--- config.mk ---
export PLATFORM = sky130hd
export DESIGN_NAME = efc_core
export DESIGN_NICKNAME = d
export VERILOG_FILES = /design/src/pkg/efc_pkg.sv /design/src/hdl/efc_core.sv
export VERILOG_INCLUDE_DIRS = /design/src /design/src/pkg
export SDC_FILE = /design/constraint.sdc
export NUM_CORES = 1
export LEC_CHECK = 0
export BUFFER_PORTS_ARGS = -buffer_cell sky130_fd_sc_hd__buf_4
export CAP_MARGIN = 30
export CORE_MARGIN = 2
export CORE_UTILIZATION = 50
export DETAILED_ROUTE_END_ITERATION = 7
export PLACE_DENSITY = 0.77
export SLEW_MARGIN = 10
export SYNTH_ARGS = -nofsm -noshare
export SYNTH_HDL_FRONTEND = slang
export SYNTH_SLANG_ARGS = --single-unit
--- constraint.sdc ---
create_clock -name ref_clk_in -period 3.15 [get_ports ref_clk_in]
set_input_delay 0.1575 -clock ref_clk_in [delete_from_list [all_inputs] [get_ports ref_clk_in]]
set_output_delay 0.1575 -clock ref_clk_in [all_outputs]
set_load 0.01 [all_outputs]
--- src/pkg/efc_defs.svh ---
// Contract
// Mux disable bit stops mux pin drive
// Polarity bit selects buffer indication level
// Buffer active suppresses detection unless overridden
// Unmasked five errors OR into summary
// Summary output is active high
// Latch disable gives real-time suppressed flags
// Host clears flags after setting latch disable
// Suppression code maps to cycle counts
// Suppression starts at buffer end or event
// Suppression counts nominal 1 MHz clock ticks
// Bit 0 write enables checksum mode
// Enabling write must carry valid checksum
// Software or power reset clears checksum mode
// Oscillator function drives pin six output
// External clock function takes pin six
// Buffer indicator on pin five, polarity
// Trigger rising edge starts buffer, 3-4 ticks
// Buffer holds while high, then extends
// Summary function drives pin three
// Mux route bits drive pins from gain
// Flags set on event, clear by one
// Bad checksum sets checksum fault flag
// Direction bit 0 input, 1 output
`ifndef EFC_DEFS_SVH
`define EFC_DEFS_SVH
`define EFC_OFS_ERR 8'h04
`define EFC_OFS_MASK 8'h0a
`define EFC_OFS_TIME 8'h0b
`define EFC_OFS_PFN 8'h0c
`define EFC_RST_MASK 8'h00
`define EFC_RST_TIME 8'h10
`define EFC_RST_PFN 8'h00
`define EFC_BIT_MUXD 7
`define EFC_BIT_POL 5
`define EFC_BIT_EDB 3
`define EFC_BIT_LTD 7
`define EFC_BIT_CHK 0
`define EFC_BIT_OSC 7
`define EFC_BIT_SYNC 6
`define EFC_BIT_BUFO 5
`define EFC_BIT_TRIG 4
`define EFC_BIT_EF 3
`define EFC_BIT_CHKF 7
`define EFC_BIT_BUFFER_ACTIVE 5
`define EFC_CLK_HZ 25000000
`define EFC_TICK_HZ 1000000
`define EFC_TICK_DIV (`EFC_CLK_HZ / `EFC_TICK_HZ)
`define EFC_TRIG_TICKS 3
`endif

--- src/pkg/efc_pkg.sv ---
package efc_pkg;
  // Trigger sequencer states
  typedef enum logic [1:0] {TRG_IDLE, TRG_DELAY, TRG_HOLD, TRG_TAIL} efc_trg_t;
endpackage : efc_pkg

--- src/hdl/efc_core.sv ---
`timescale 1ns/100ps
`default_nettype none
`include "efc_defs.svh"
module efc_core
  import efc_pkg::*;
(
  input wire logic ref_clk_in, // 25 MHz clock
  input wire logic rst_n_in, // Sync reset, active low
  input wire logic sw_reset_in, // Soft reset pulse from command decoder
  input wire logic reg_wr_in, // Register write strobe
  input wire logic reg_rd_in, // Register read strobe
  input wire logic [7:0] reg_addr_in, // Register address
  input wire logic [7:0] reg_wdata_in, // Write data
  input wire logic chk_ok_in, // Write carried a valid checksum
  input wire logic chk_bad_in, // Received checksum byte was wrong
  output logic [7:0] rd_data_out, // Read data, valid cycle after strobe
  output logic checksum_enable_out, // Checksum mode active
  input wire logic [4:0] err_cond_in, // Raw error conditions, async
  input wire logic buf_internal_in, // Internal buffer timer active
  input wire logic [2:0] mux_field_in, // Gain register mux field
  input wire logic [6:0] gp_dir_in, // Pin directions, 1 = output
  input wire logic [6:0] gp_data_in, // Plain pin output data
  input wire logic [6:0] gp_pin_in, // Pin levels, async
  output logic [6:0] gp_pin_out, // Pin drive values
  output logic [6:0] gp_pin_oe_out, // Pin drive enables
  output logic buffer_active_out, // Buffer active, high = active
  output logic error_summary_out, // Summary of unmasked errors
  output logic op_tick_out // Operating clock tick, one cycle
);
  logic [7:0] mask_ff, time_ff, pfn_ff;
  logic [7:0] err_ff;
  logic [4:0] cond_s1_ff, cond_s2_ff;
  logic [6:0] pin_s1_ff, pin_s2_ff, pin_d_ff;
  logic [4:0] div_ff;
  logic tick_ff, osc_lvl;
  logic [6:0] sup_lim;
  logic [4:0] qual;
  logic [6:0] sup_ff [5];
  logic blocked, buf_act;
  efc_trg_t trg_ff;
  logic [7:0] tcnt_ff;
  logic ltd, edb, pol, muxd, wr_time, wr_err;
  logic summary;

  assign ltd = time_ff[`EFC_BIT_LTD];
  assign edb = mask_ff[`EFC_BIT_EDB];
  assign pol = mask_ff[`EFC_BIT_POL];
  assign muxd = mask_ff[`EFC_BIT_MUXD];
  assign wr_time = reg_wr_in && reg_addr_in == `EFC_OFS_TIME;
  assign wr_err = reg_wr_in && reg_addr_in == `EFC_OFS_ERR;

  // Config registers; soft reset acts like power-on
  always_ff @(posedge ref_clk_in) begin
    if (!rst_n_in || sw_reset_in) begin
      mask_ff <= `EFC_RST_MASK;
      time_ff <= `EFC_RST_TIME;
      pfn_ff <= `EFC_RST_PFN;
    end else if (reg_wr_in) begin
      if (reg_addr_in == `EFC_OFS_MASK) begin
        mask_ff <= reg_wdata_in;
      end else if (reg_addr_in == `EFC_OFS_TIME) begin
        time_ff <= reg_wdata_in & 8'hbd;
        // Enabling needs a good checksum; clearing never does
        if (reg_wdata_in[0] && !chk_ok_in && !time_ff[`EFC_BIT_CHK]) begin
          time_ff[`EFC_BIT_CHK] <= 1'b0;
        end
      end else if (reg_addr_in == `EFC_OFS_PFN) begin
        pfn_ff <= reg_wdata_in;
      end
    end
  end
  assign checksum_enable_out = time_ff[`EFC_BIT_CHK];

  // Two-stage synchronisers for analog conditions and pins
  always_ff @(posedge ref_clk_in) begin
    if (!rst_n_in) begin
      cond_s1_ff <= 5'h00;
      cond_s2_ff <= 5'h00;
      pin_s1_ff <= 7'h00;
      pin_s2_ff <= 7'h00;
      pin_d_ff <= 7'h00;
    end else begin
      cond_s1_ff <= err_cond_in;
      cond_s2_ff <= cond_s1_ff;
      pin_s1_ff <= gp_pin_in;
      pin_s2_ff <= pin_s1_ff;
      pin_d_ff <= pin_s2_ff;
    end
  end

  // Operating tick: internal divider, or pin six rising edge
  always_ff @(posedge ref_clk_in) begin
    if (!rst_n_in) begin
      div_ff <= 5'h00;
      tick_ff <= 1'b0;
    end else begin
      div_ff <= (div_ff == 5'(`EFC_TICK_DIV - 1)) ? 5'h00 : div_ff + 5'h01;
      if (pfn_ff[`EFC_BIT_SYNC] && !gp_dir_in[6]) begin
        tick_ff <= pin_s2_ff[6] && !pin_d_ff[6];
      end else begin
        tick_ff <= div_ff == 5'(`EFC_TICK_DIV - 1);
      end
    end
  end
  assign op_tick_out = tick_ff;
  // Roughly half duty; the divide by 25 cannot be exactly even
  assign osc_lvl = div_ff < 5'(`EFC_TICK_DIV / 2);

  // Suppression code to tick count
  always_comb begin
    case (time_ff[5:2])
      4'h9: sup_lim = 7'd12;
      4'ha: sup_lim = 7'd16;
      4'hb: sup_lim = 7'd24;
      4'hc: sup_lim = 7'd32;
      4'hd: sup_lim = 7'd48;
      4'he: sup_lim = 7'd64;
      4'hf: sup_lim = 7'd127;
      default: sup_lim = {3'h0, time_ff[5:2]};
    endcase
  end

  // Buffer trigger sequencer on pin four
  always_ff @(posedge ref_clk_in) begin
    if (!rst_n_in || sw_reset_in) begin
      trg_ff <= TRG_IDLE;
      tcnt_ff <= 8'h00;
    end else begin
      case (trg_ff)
        TRG_IDLE: begin
          tcnt_ff <= 8'h00;
          if (pfn_ff[`EFC_BIT_TRIG] && !gp_dir_in[4] && pin_s2_ff[4] && !pin_d_ff[4]) begin
            trg_ff <= TRG_DELAY;
          end
        end
        TRG_DELAY: begin
          if (tick_ff) begin
            tcnt_ff <= tcnt_ff + 8'h01;
          end
          // Fourth tick ends the wait: the first may come at once, so 3 to 4 periods
          if (tick_ff && tcnt_ff == 8'(`EFC_TRIG_TICKS)) begin
            trg_ff <= TRG_HOLD;
            tcnt_ff <= 8'h00;
          end
        end
        TRG_HOLD: begin
          if (!pin_s2_ff[4]) begin
            trg_ff <= TRG_TAIL;
          end
        end
        default: begin
          if (pin_s2_ff[4]) begin
            trg_ff <= TRG_HOLD;
            tcnt_ff <= 8'h00;
          end else if (tick_ff) begin
            tcnt_ff <= tcnt_ff + 8'h01;
            if (tcnt_ff >= 8'(`EFC_TRIG_TICKS) + {1'b0, sup_lim}) begin
              trg_ff <= TRG_IDLE;
            end
          end
        end
      endcase
    end
  end
  assign buf_act = buf_internal_in || trg_ff == TRG_HOLD || trg_ff == TRG_TAIL;
  assign buffer_active_out = buf_act;
  assign blocked = buf_act && !edb;

  // Per-source suppression: condition must persist the programmed ticks
  for (genvar i = 0; i < 5; i++) begin : g_sup
    always_ff @(posedge ref_clk_in) begin
      if (!rst_n_in || !cond_s2_ff[i] || blocked) begin
        sup_ff[i] <= 7'h00;
      end else if (tick_ff && sup_ff[i] < sup_lim) begin
        sup_ff[i] <= sup_ff[i] + 7'h01;
      end
    end
    assign qual[i] = cond_s2_ff[i] && !blocked && sup_ff[i] >= sup_lim;
  end

  // Error status: set wins over write-one clear; real time when latch off
  always_ff @(posedge ref_clk_in) begin
    if (!rst_n_in || sw_reset_in) begin
      err_ff <= 8'h00;
    end else begin
      err_ff[`EFC_BIT_CHKF] <= (time_ff[`EFC_BIT_CHK] && chk_bad_in)
        || (err_ff[`EFC_BIT_CHKF] && !(wr_err && reg_wdata_in[7]));
      if (ltd) begin
        {err_ff[6], err_ff[4], err_ff[2:0]} <= qual;
      end else begin
        {err_ff[6], err_ff[4], err_ff[2:0]} <= qual | ({err_ff[6], err_ff[4], err_ff[2:0]}
          & ~({5{wr_err}} & {reg_wdata_in[6], reg_wdata_in[4], reg_wdata_in[2:0]}));
      end
    end
  end

  // Summary ignores checksum fault and masked sources
  assign summary = |({err_ff[6], err_ff[4], err_ff[2:0]}
    & ~{mask_ff[6], mask_ff[4], mask_ff[2:0]});
  assign error_summary_out = summary;

  // Pin routing; direction bit gates every drive
  always_comb begin
    gp_pin_oe_out = gp_dir_in;
    gp_pin_out = gp_data_in;
    for (int k = 0; k < 3; k++) begin
      if (pfn_ff[k] && !muxd) begin
        gp_pin_out[k] = mux_field_in[k];
      end
    end
    if (pfn_ff[`EFC_BIT_EF]) begin
      gp_pin_out[3] = summary;
    end
    if (pfn_ff[`EFC_BIT_BUFO]) begin
      gp_pin_out[5] = buf_act ^ pol;
    end
    if (pfn_ff[`EFC_BIT_OSC]) begin
      gp_pin_out[6] = osc_lvl;
    end
  end

  // Read port; unmapped addresses read zero
  always_ff @(posedge ref_clk_in) begin
    if (!rst_n_in) begin
      rd_data_out <= 8'h00;
    end else if (reg_rd_in) begin
      if (reg_addr_in == `EFC_OFS_MASK) begin
        rd_data_out <= mask_ff;
      end else if (reg_addr_in == `EFC_OFS_TIME) begin
        rd_data_out <= time_ff;
      end else if (reg_addr_in == `EFC_OFS_PFN) begin
        rd_data_out <= pfn_ff;
      end else if (reg_addr_in == `EFC_OFS_ERR) begin
        rd_data_out <= {err_ff[7:6], buf_act, err_ff[4], summary, err_ff[2:0]};
      end else begin
        rd_data_out <= 8'h00;
      end
    end
  end
endmodule : efc_core
`default_nettype wire

==> qor.log <==
INFO  clock_tree     numClockSinks=103
INFO  detailed_routing vias_per_cell=5.67
INFO  detailed_routing drt-total-wl=13800um
INFO  yosys          ys_seq_area_share=39.3%
INFO  clock_tree     cts.path.max_buffers=2
INFO  power          switching_power=0.000643W
INFO  layout         final_nets=800
INFO  worst_setup_path cp_data_required_time=3.36ns
INFO  place          place.port_buffers=61
INFO  timing         maximum_operating_frequency=0.346GHz
INFO  yosys          avg_synthesized_cell_area=9.49um2
INFO  grt            vias_in_the_first_global_route=4799
INFO  layout         area_growth=12.8%
INFO  power          p_per_area=385nW/um2
INFO  layout         layout.filler_cells=1023
INFO  grt            grt_max_degree=27
INFO  floorplanning  die_y=115um
INFO  power          total_leakage_power=2.94nW
INFO  yosys          number_of_nets_produced_by_synthesis=754
INFO  timing         worstMarginPinSlew=0.635ns
INFO  yosys          netlist_instances=646
INFO  worst_setup_path crit_path_end_kind=register
INFO  yosys          synthesized_cell_area=6130um2
INFO  power          comb_power_share=6.5%
INFO  worst_setup_path cp-start-kind=register
INFO  place          dp_hpwl=10400um
INFO  timing         slew_limit_fails=0
INFO  clock_tree     clk-insertion-delay-late=0.35ns
INFO  floorplanning  chipWidth=115um
INFO  detailed_routing routed-via-count=4782
INFO  yosys          synth-warning-count=0
INFO  worst_setup_path crit_arrival=3.10ns
INFO  yosys          synth_edf_count=35
INFO  detailed_routing drc=0
INFO  floorplanning  core_area=12000um2
INFO  clock_tree     ctsRootBufferMaster=sky130_fd_sc_hd__clkbuf_16
INFO  timing         final.hold.worst_slack=0.0123ns
INFO  timing         worst_clock_skew=0.00885ns
INFO  floorplanning  start_util=51.1%
INFO  worst_setup_path critPathMaxFanout=7
INFO  grt            first_pass_grt_wire_length=22700um
INFO  timing         grt_setup_unrepaired=no
INFO  power          peakVddDrop=0.349mV
INFO  floorplanning  rows=40
INFO  layout         antenna-diode-count=0
INFO  clock_tree     tritoncts_clock_tree=done
INFO  detailed_routing routed_antenna_nets=0
INFO  power          cellInternalPower=0.00202W
INFO  worst_hold_path worst_hold_path_stage_count=2
INFO  timing         finalSetupViolations=0
INFO  yosys          yosysUniqueCellTypes=54
INFO  floorplanning  number_of_top_level_pins=79
INFO  yosys          ys_dominant_reg_cell=sky130_fd_sc_hd__dfxtp_1
INFO  worst_setup_path worst-r2r-cell-count=9
INFO  power          p_clk_share=41.0%
INFO  clock_tree     clkSlewWorstSetupHoldPaths=0.07ns
INFO  timing         finalHoldViolations=0
INFO  timing         finalWorstPathRequiredPeriod=2.89ns
INFO  worst_setup_path criticalPathCategory=reg -> reg
INFO  place          routability_congestion=0.895
INFO  yosys          synth_seq_cells=103
INFO  grt            grt_usage=21.9%
INFO  timing         final.period_utilization=91.7%
INFO  grt            number_of_antenna_violations_at_the_first_check_in_global_routing=0
INFO  detailed_routing drt-pass1-iter-count=5
INFO  detailed_routing drt_first_iter_violations=253
INFO  floorplanning  floorplan.die_area=13200um2
INFO  clock_tree     cts_max_level=3
INFO  place          placement.setup.worst_slack=0.211ns
INFO  flow_run       cap_violations=0
INFO  worst_hold_path holdCritPathClass=in -> reg
INFO  power          power_switching_share=24.1%
INFO  power          seqPwrFrac=52.5%
INFO  grt            globalRoute.totalOverflow=0
INFO  timing         worst_slew_margin_rel=57.5%
INFO  timing         post-route-worst-setup-slack=0.262ns
INFO  layout         multiInputGateArea=3390um2
INFO  clock_tree     cts_inserted_buffers=9
INFO  yosys          ys_async_sr_fraction=0%
INFO  timing         fin_tns_setup=0ns
INFO  run_status     outcome=completed
INFO  clock_tree     cts-hold-fix-buffers=0
INFO  layout         drive_above_1_share=18.9%
INFO  layout         sequential_cell_area=2410um2
INFO  detailed_routing post_drt_wl_per_cell=16.4um
## cells in the final DEF (no fill, tap or decap), types with 18 or more instances in the layout
master and instances:
sky130_fd_sc_hd__a21o_1 21, sky130_fd_sc_hd__a21oi_1 28, sky130_fd_sc_hd__and2_1 18, sky130_fd_sc_hd__buf_4 67, sky130_fd_sc_hd__dfxtp_1 67, sky130_fd_sc_hd__edfxtp_1 35
sky130_fd_sc_hd__ha_1 55, sky130_fd_sc_hd__inv_1 37, sky130_fd_sc_hd__mux2i_1 32, sky130_fd_sc_hd__nand2_1 33, sky130_fd_sc_hd__nand3_1 24, sky130_fd_sc_hd__nor2_1 63
sky130_fd_sc_hd__nor2_2 35, sky130_fd_sc_hd__xor2_1 20
## metrics by stage
stage | util (%) | total power [W] | std cells | cell area, um2
after floorplan | - | 0.00153 | 646 | 6130
after global placement | 55.2 | 0.00159 | 828 | 6630
after detailed placement | 55.2 | 0.00160 | 828 | 6630
after CTS | 57.5 | 0.00268 | 844 | 6910
after global routing | 57.6 | 0.00276 | 844 | 6920
final | 57.6 | 0.00267 | 844 | 6920
## synthesized netlist by cell type (all sizes together) (9+ instances only)
| master | instances | area share, % |
|---|---|---|
| a21oi | 29 | 2.4 |
| xor2 | 20 | 2.9 |
| nand2 | 33 | 2.0 |
| dfxtp | 68 | 22 |
| and2 | 18 | 1.8 |
| inv | 37 | 2.3 |
| and3 | 10 | 1.0 |
| nand2b | 16 | 1.6 |
| ha | 55 | 11 |
| xnor2 | 17 | 2.4 |
| o21ai | 18 | 1.5 |
| buf | 19 | 2.3 |
| mux2i | 32 | 5.2 |
| clkbuf | 13 | 0.80 |
| a21o | 21 | 2.6 |
| edfxtp | 35 | 17 |
| nor2 | 98 | 7.4 |
| nand3 | 25 | 2.1 |
| nor2b | 9 | 0.92 |
## registers in the layout, summed over array words and instances, names as in the netlist
name	cells
time_ff	6
cond_s2_ff	5
pin_d_ff	2
rd_data_out	8
trg_ff	2
sup_ff	35
err_ff	6
mask_ff	8
tcnt_ff	8
pin_s2_ff	2
op_tick_out	1
pfn_ff	8
pin_s1_ff	2
div_ff	5
cond_s1_ff	5
## power groups by stage
stage,clock network (W),logic (W),registers [W]
after floorplan,0,0.000101,0.00143
after global placement,0,0.000165,0.00143
after detailed placement,0,0.000172,0.00143
after CTS,0.00111,0.000173,0.00140
after global routing,0.00117,0.000188,0.00140
final,0.00109,0.000173,0.00140
## worst max-delay path, stage by stage, from the launching register on
cell	delay (ns)
sky130_fd_sc_hd__dfxtp_1	0.33
sky130_fd_sc_hd__inv_1	0.08
sky130_fd_sc_hd__o21ai_0	0.28
sky130_fd_sc_hd__nand2_1	0.26
sky130_fd_sc_hd__ha_1	0.38
sky130_fd_sc_hd__a21o_1	0.18
sky130_fd_sc_hd__a21o_1	0.17
sky130_fd_sc_hd__a21o_1	0.19
sky130_fd_sc_hd__or4_1	0.71
sky130_fd_sc_hd__nor2_2	0.17
## kinds of logic (layout without fill, tap and decap cells)
logic type | after synthesis | count (layout) | synth area share (%)
fa+ha+maj | 55 | 55 | 11.2
mux | 38 | 38 | 6.33
buf+inv | 69 | 120 | 5.41
xor+xnor | 37 | 37 | 5.28
simple gates | 236 | 236 | 20.3
flops | 103 | 103 | 39.3
compound gates | 108 | 108 | 12.1
## per-layer routing
metal  up-vias  part of all wire [%]  GRT usage (%)
met2       156                    49           38.7
met3        27                   5.1           4.06
li1       2343                     -              -
met4         0                   2.4           8.43
met5         -                     0              0
met1      2256                    44           26.6
## cell type report
type	instances	share of cell area [%]
timing repair buffer	67	7.27
tap	147	2.66
clock inverter	7	0.868
sequential	103	34.9
inverter	37	2.01
multi-input combinational	474	49.0
clock buffer	9	3.26
## what timing repair did
| action | in CTS | in global routing |
|---|---|---|
| gates resized for setup | 0 | 2 |
| setup endpoints to repair | 0 | 5 |
| setup buffers | 0 | 0 |
## worst paths after layout
check | from | to | slack (ns)
worst min-delay path | gp_pin_in[6] | pin_s1_ff[6]$_SDFF_PN0_ | 0.01
worst max register to register | time_ff[3]$_SDFFE_PP0P_ | sup_ff[1][4]$_SDFFCE_PN0P_ | 0.26
worst max-delay path | time_ff[3]$_SDFFE_PP0P_ | sup_ff[1][4]$_SDFFCE_PN0P_ | 0.26
worst min register to register | cond_s1_ff[2]$_SDFF_PN0_ | cond_s2_ff[2]$_SDFF_PN0_ | 0.44
No activity file was read; power rests on OpenSTA's default activity.
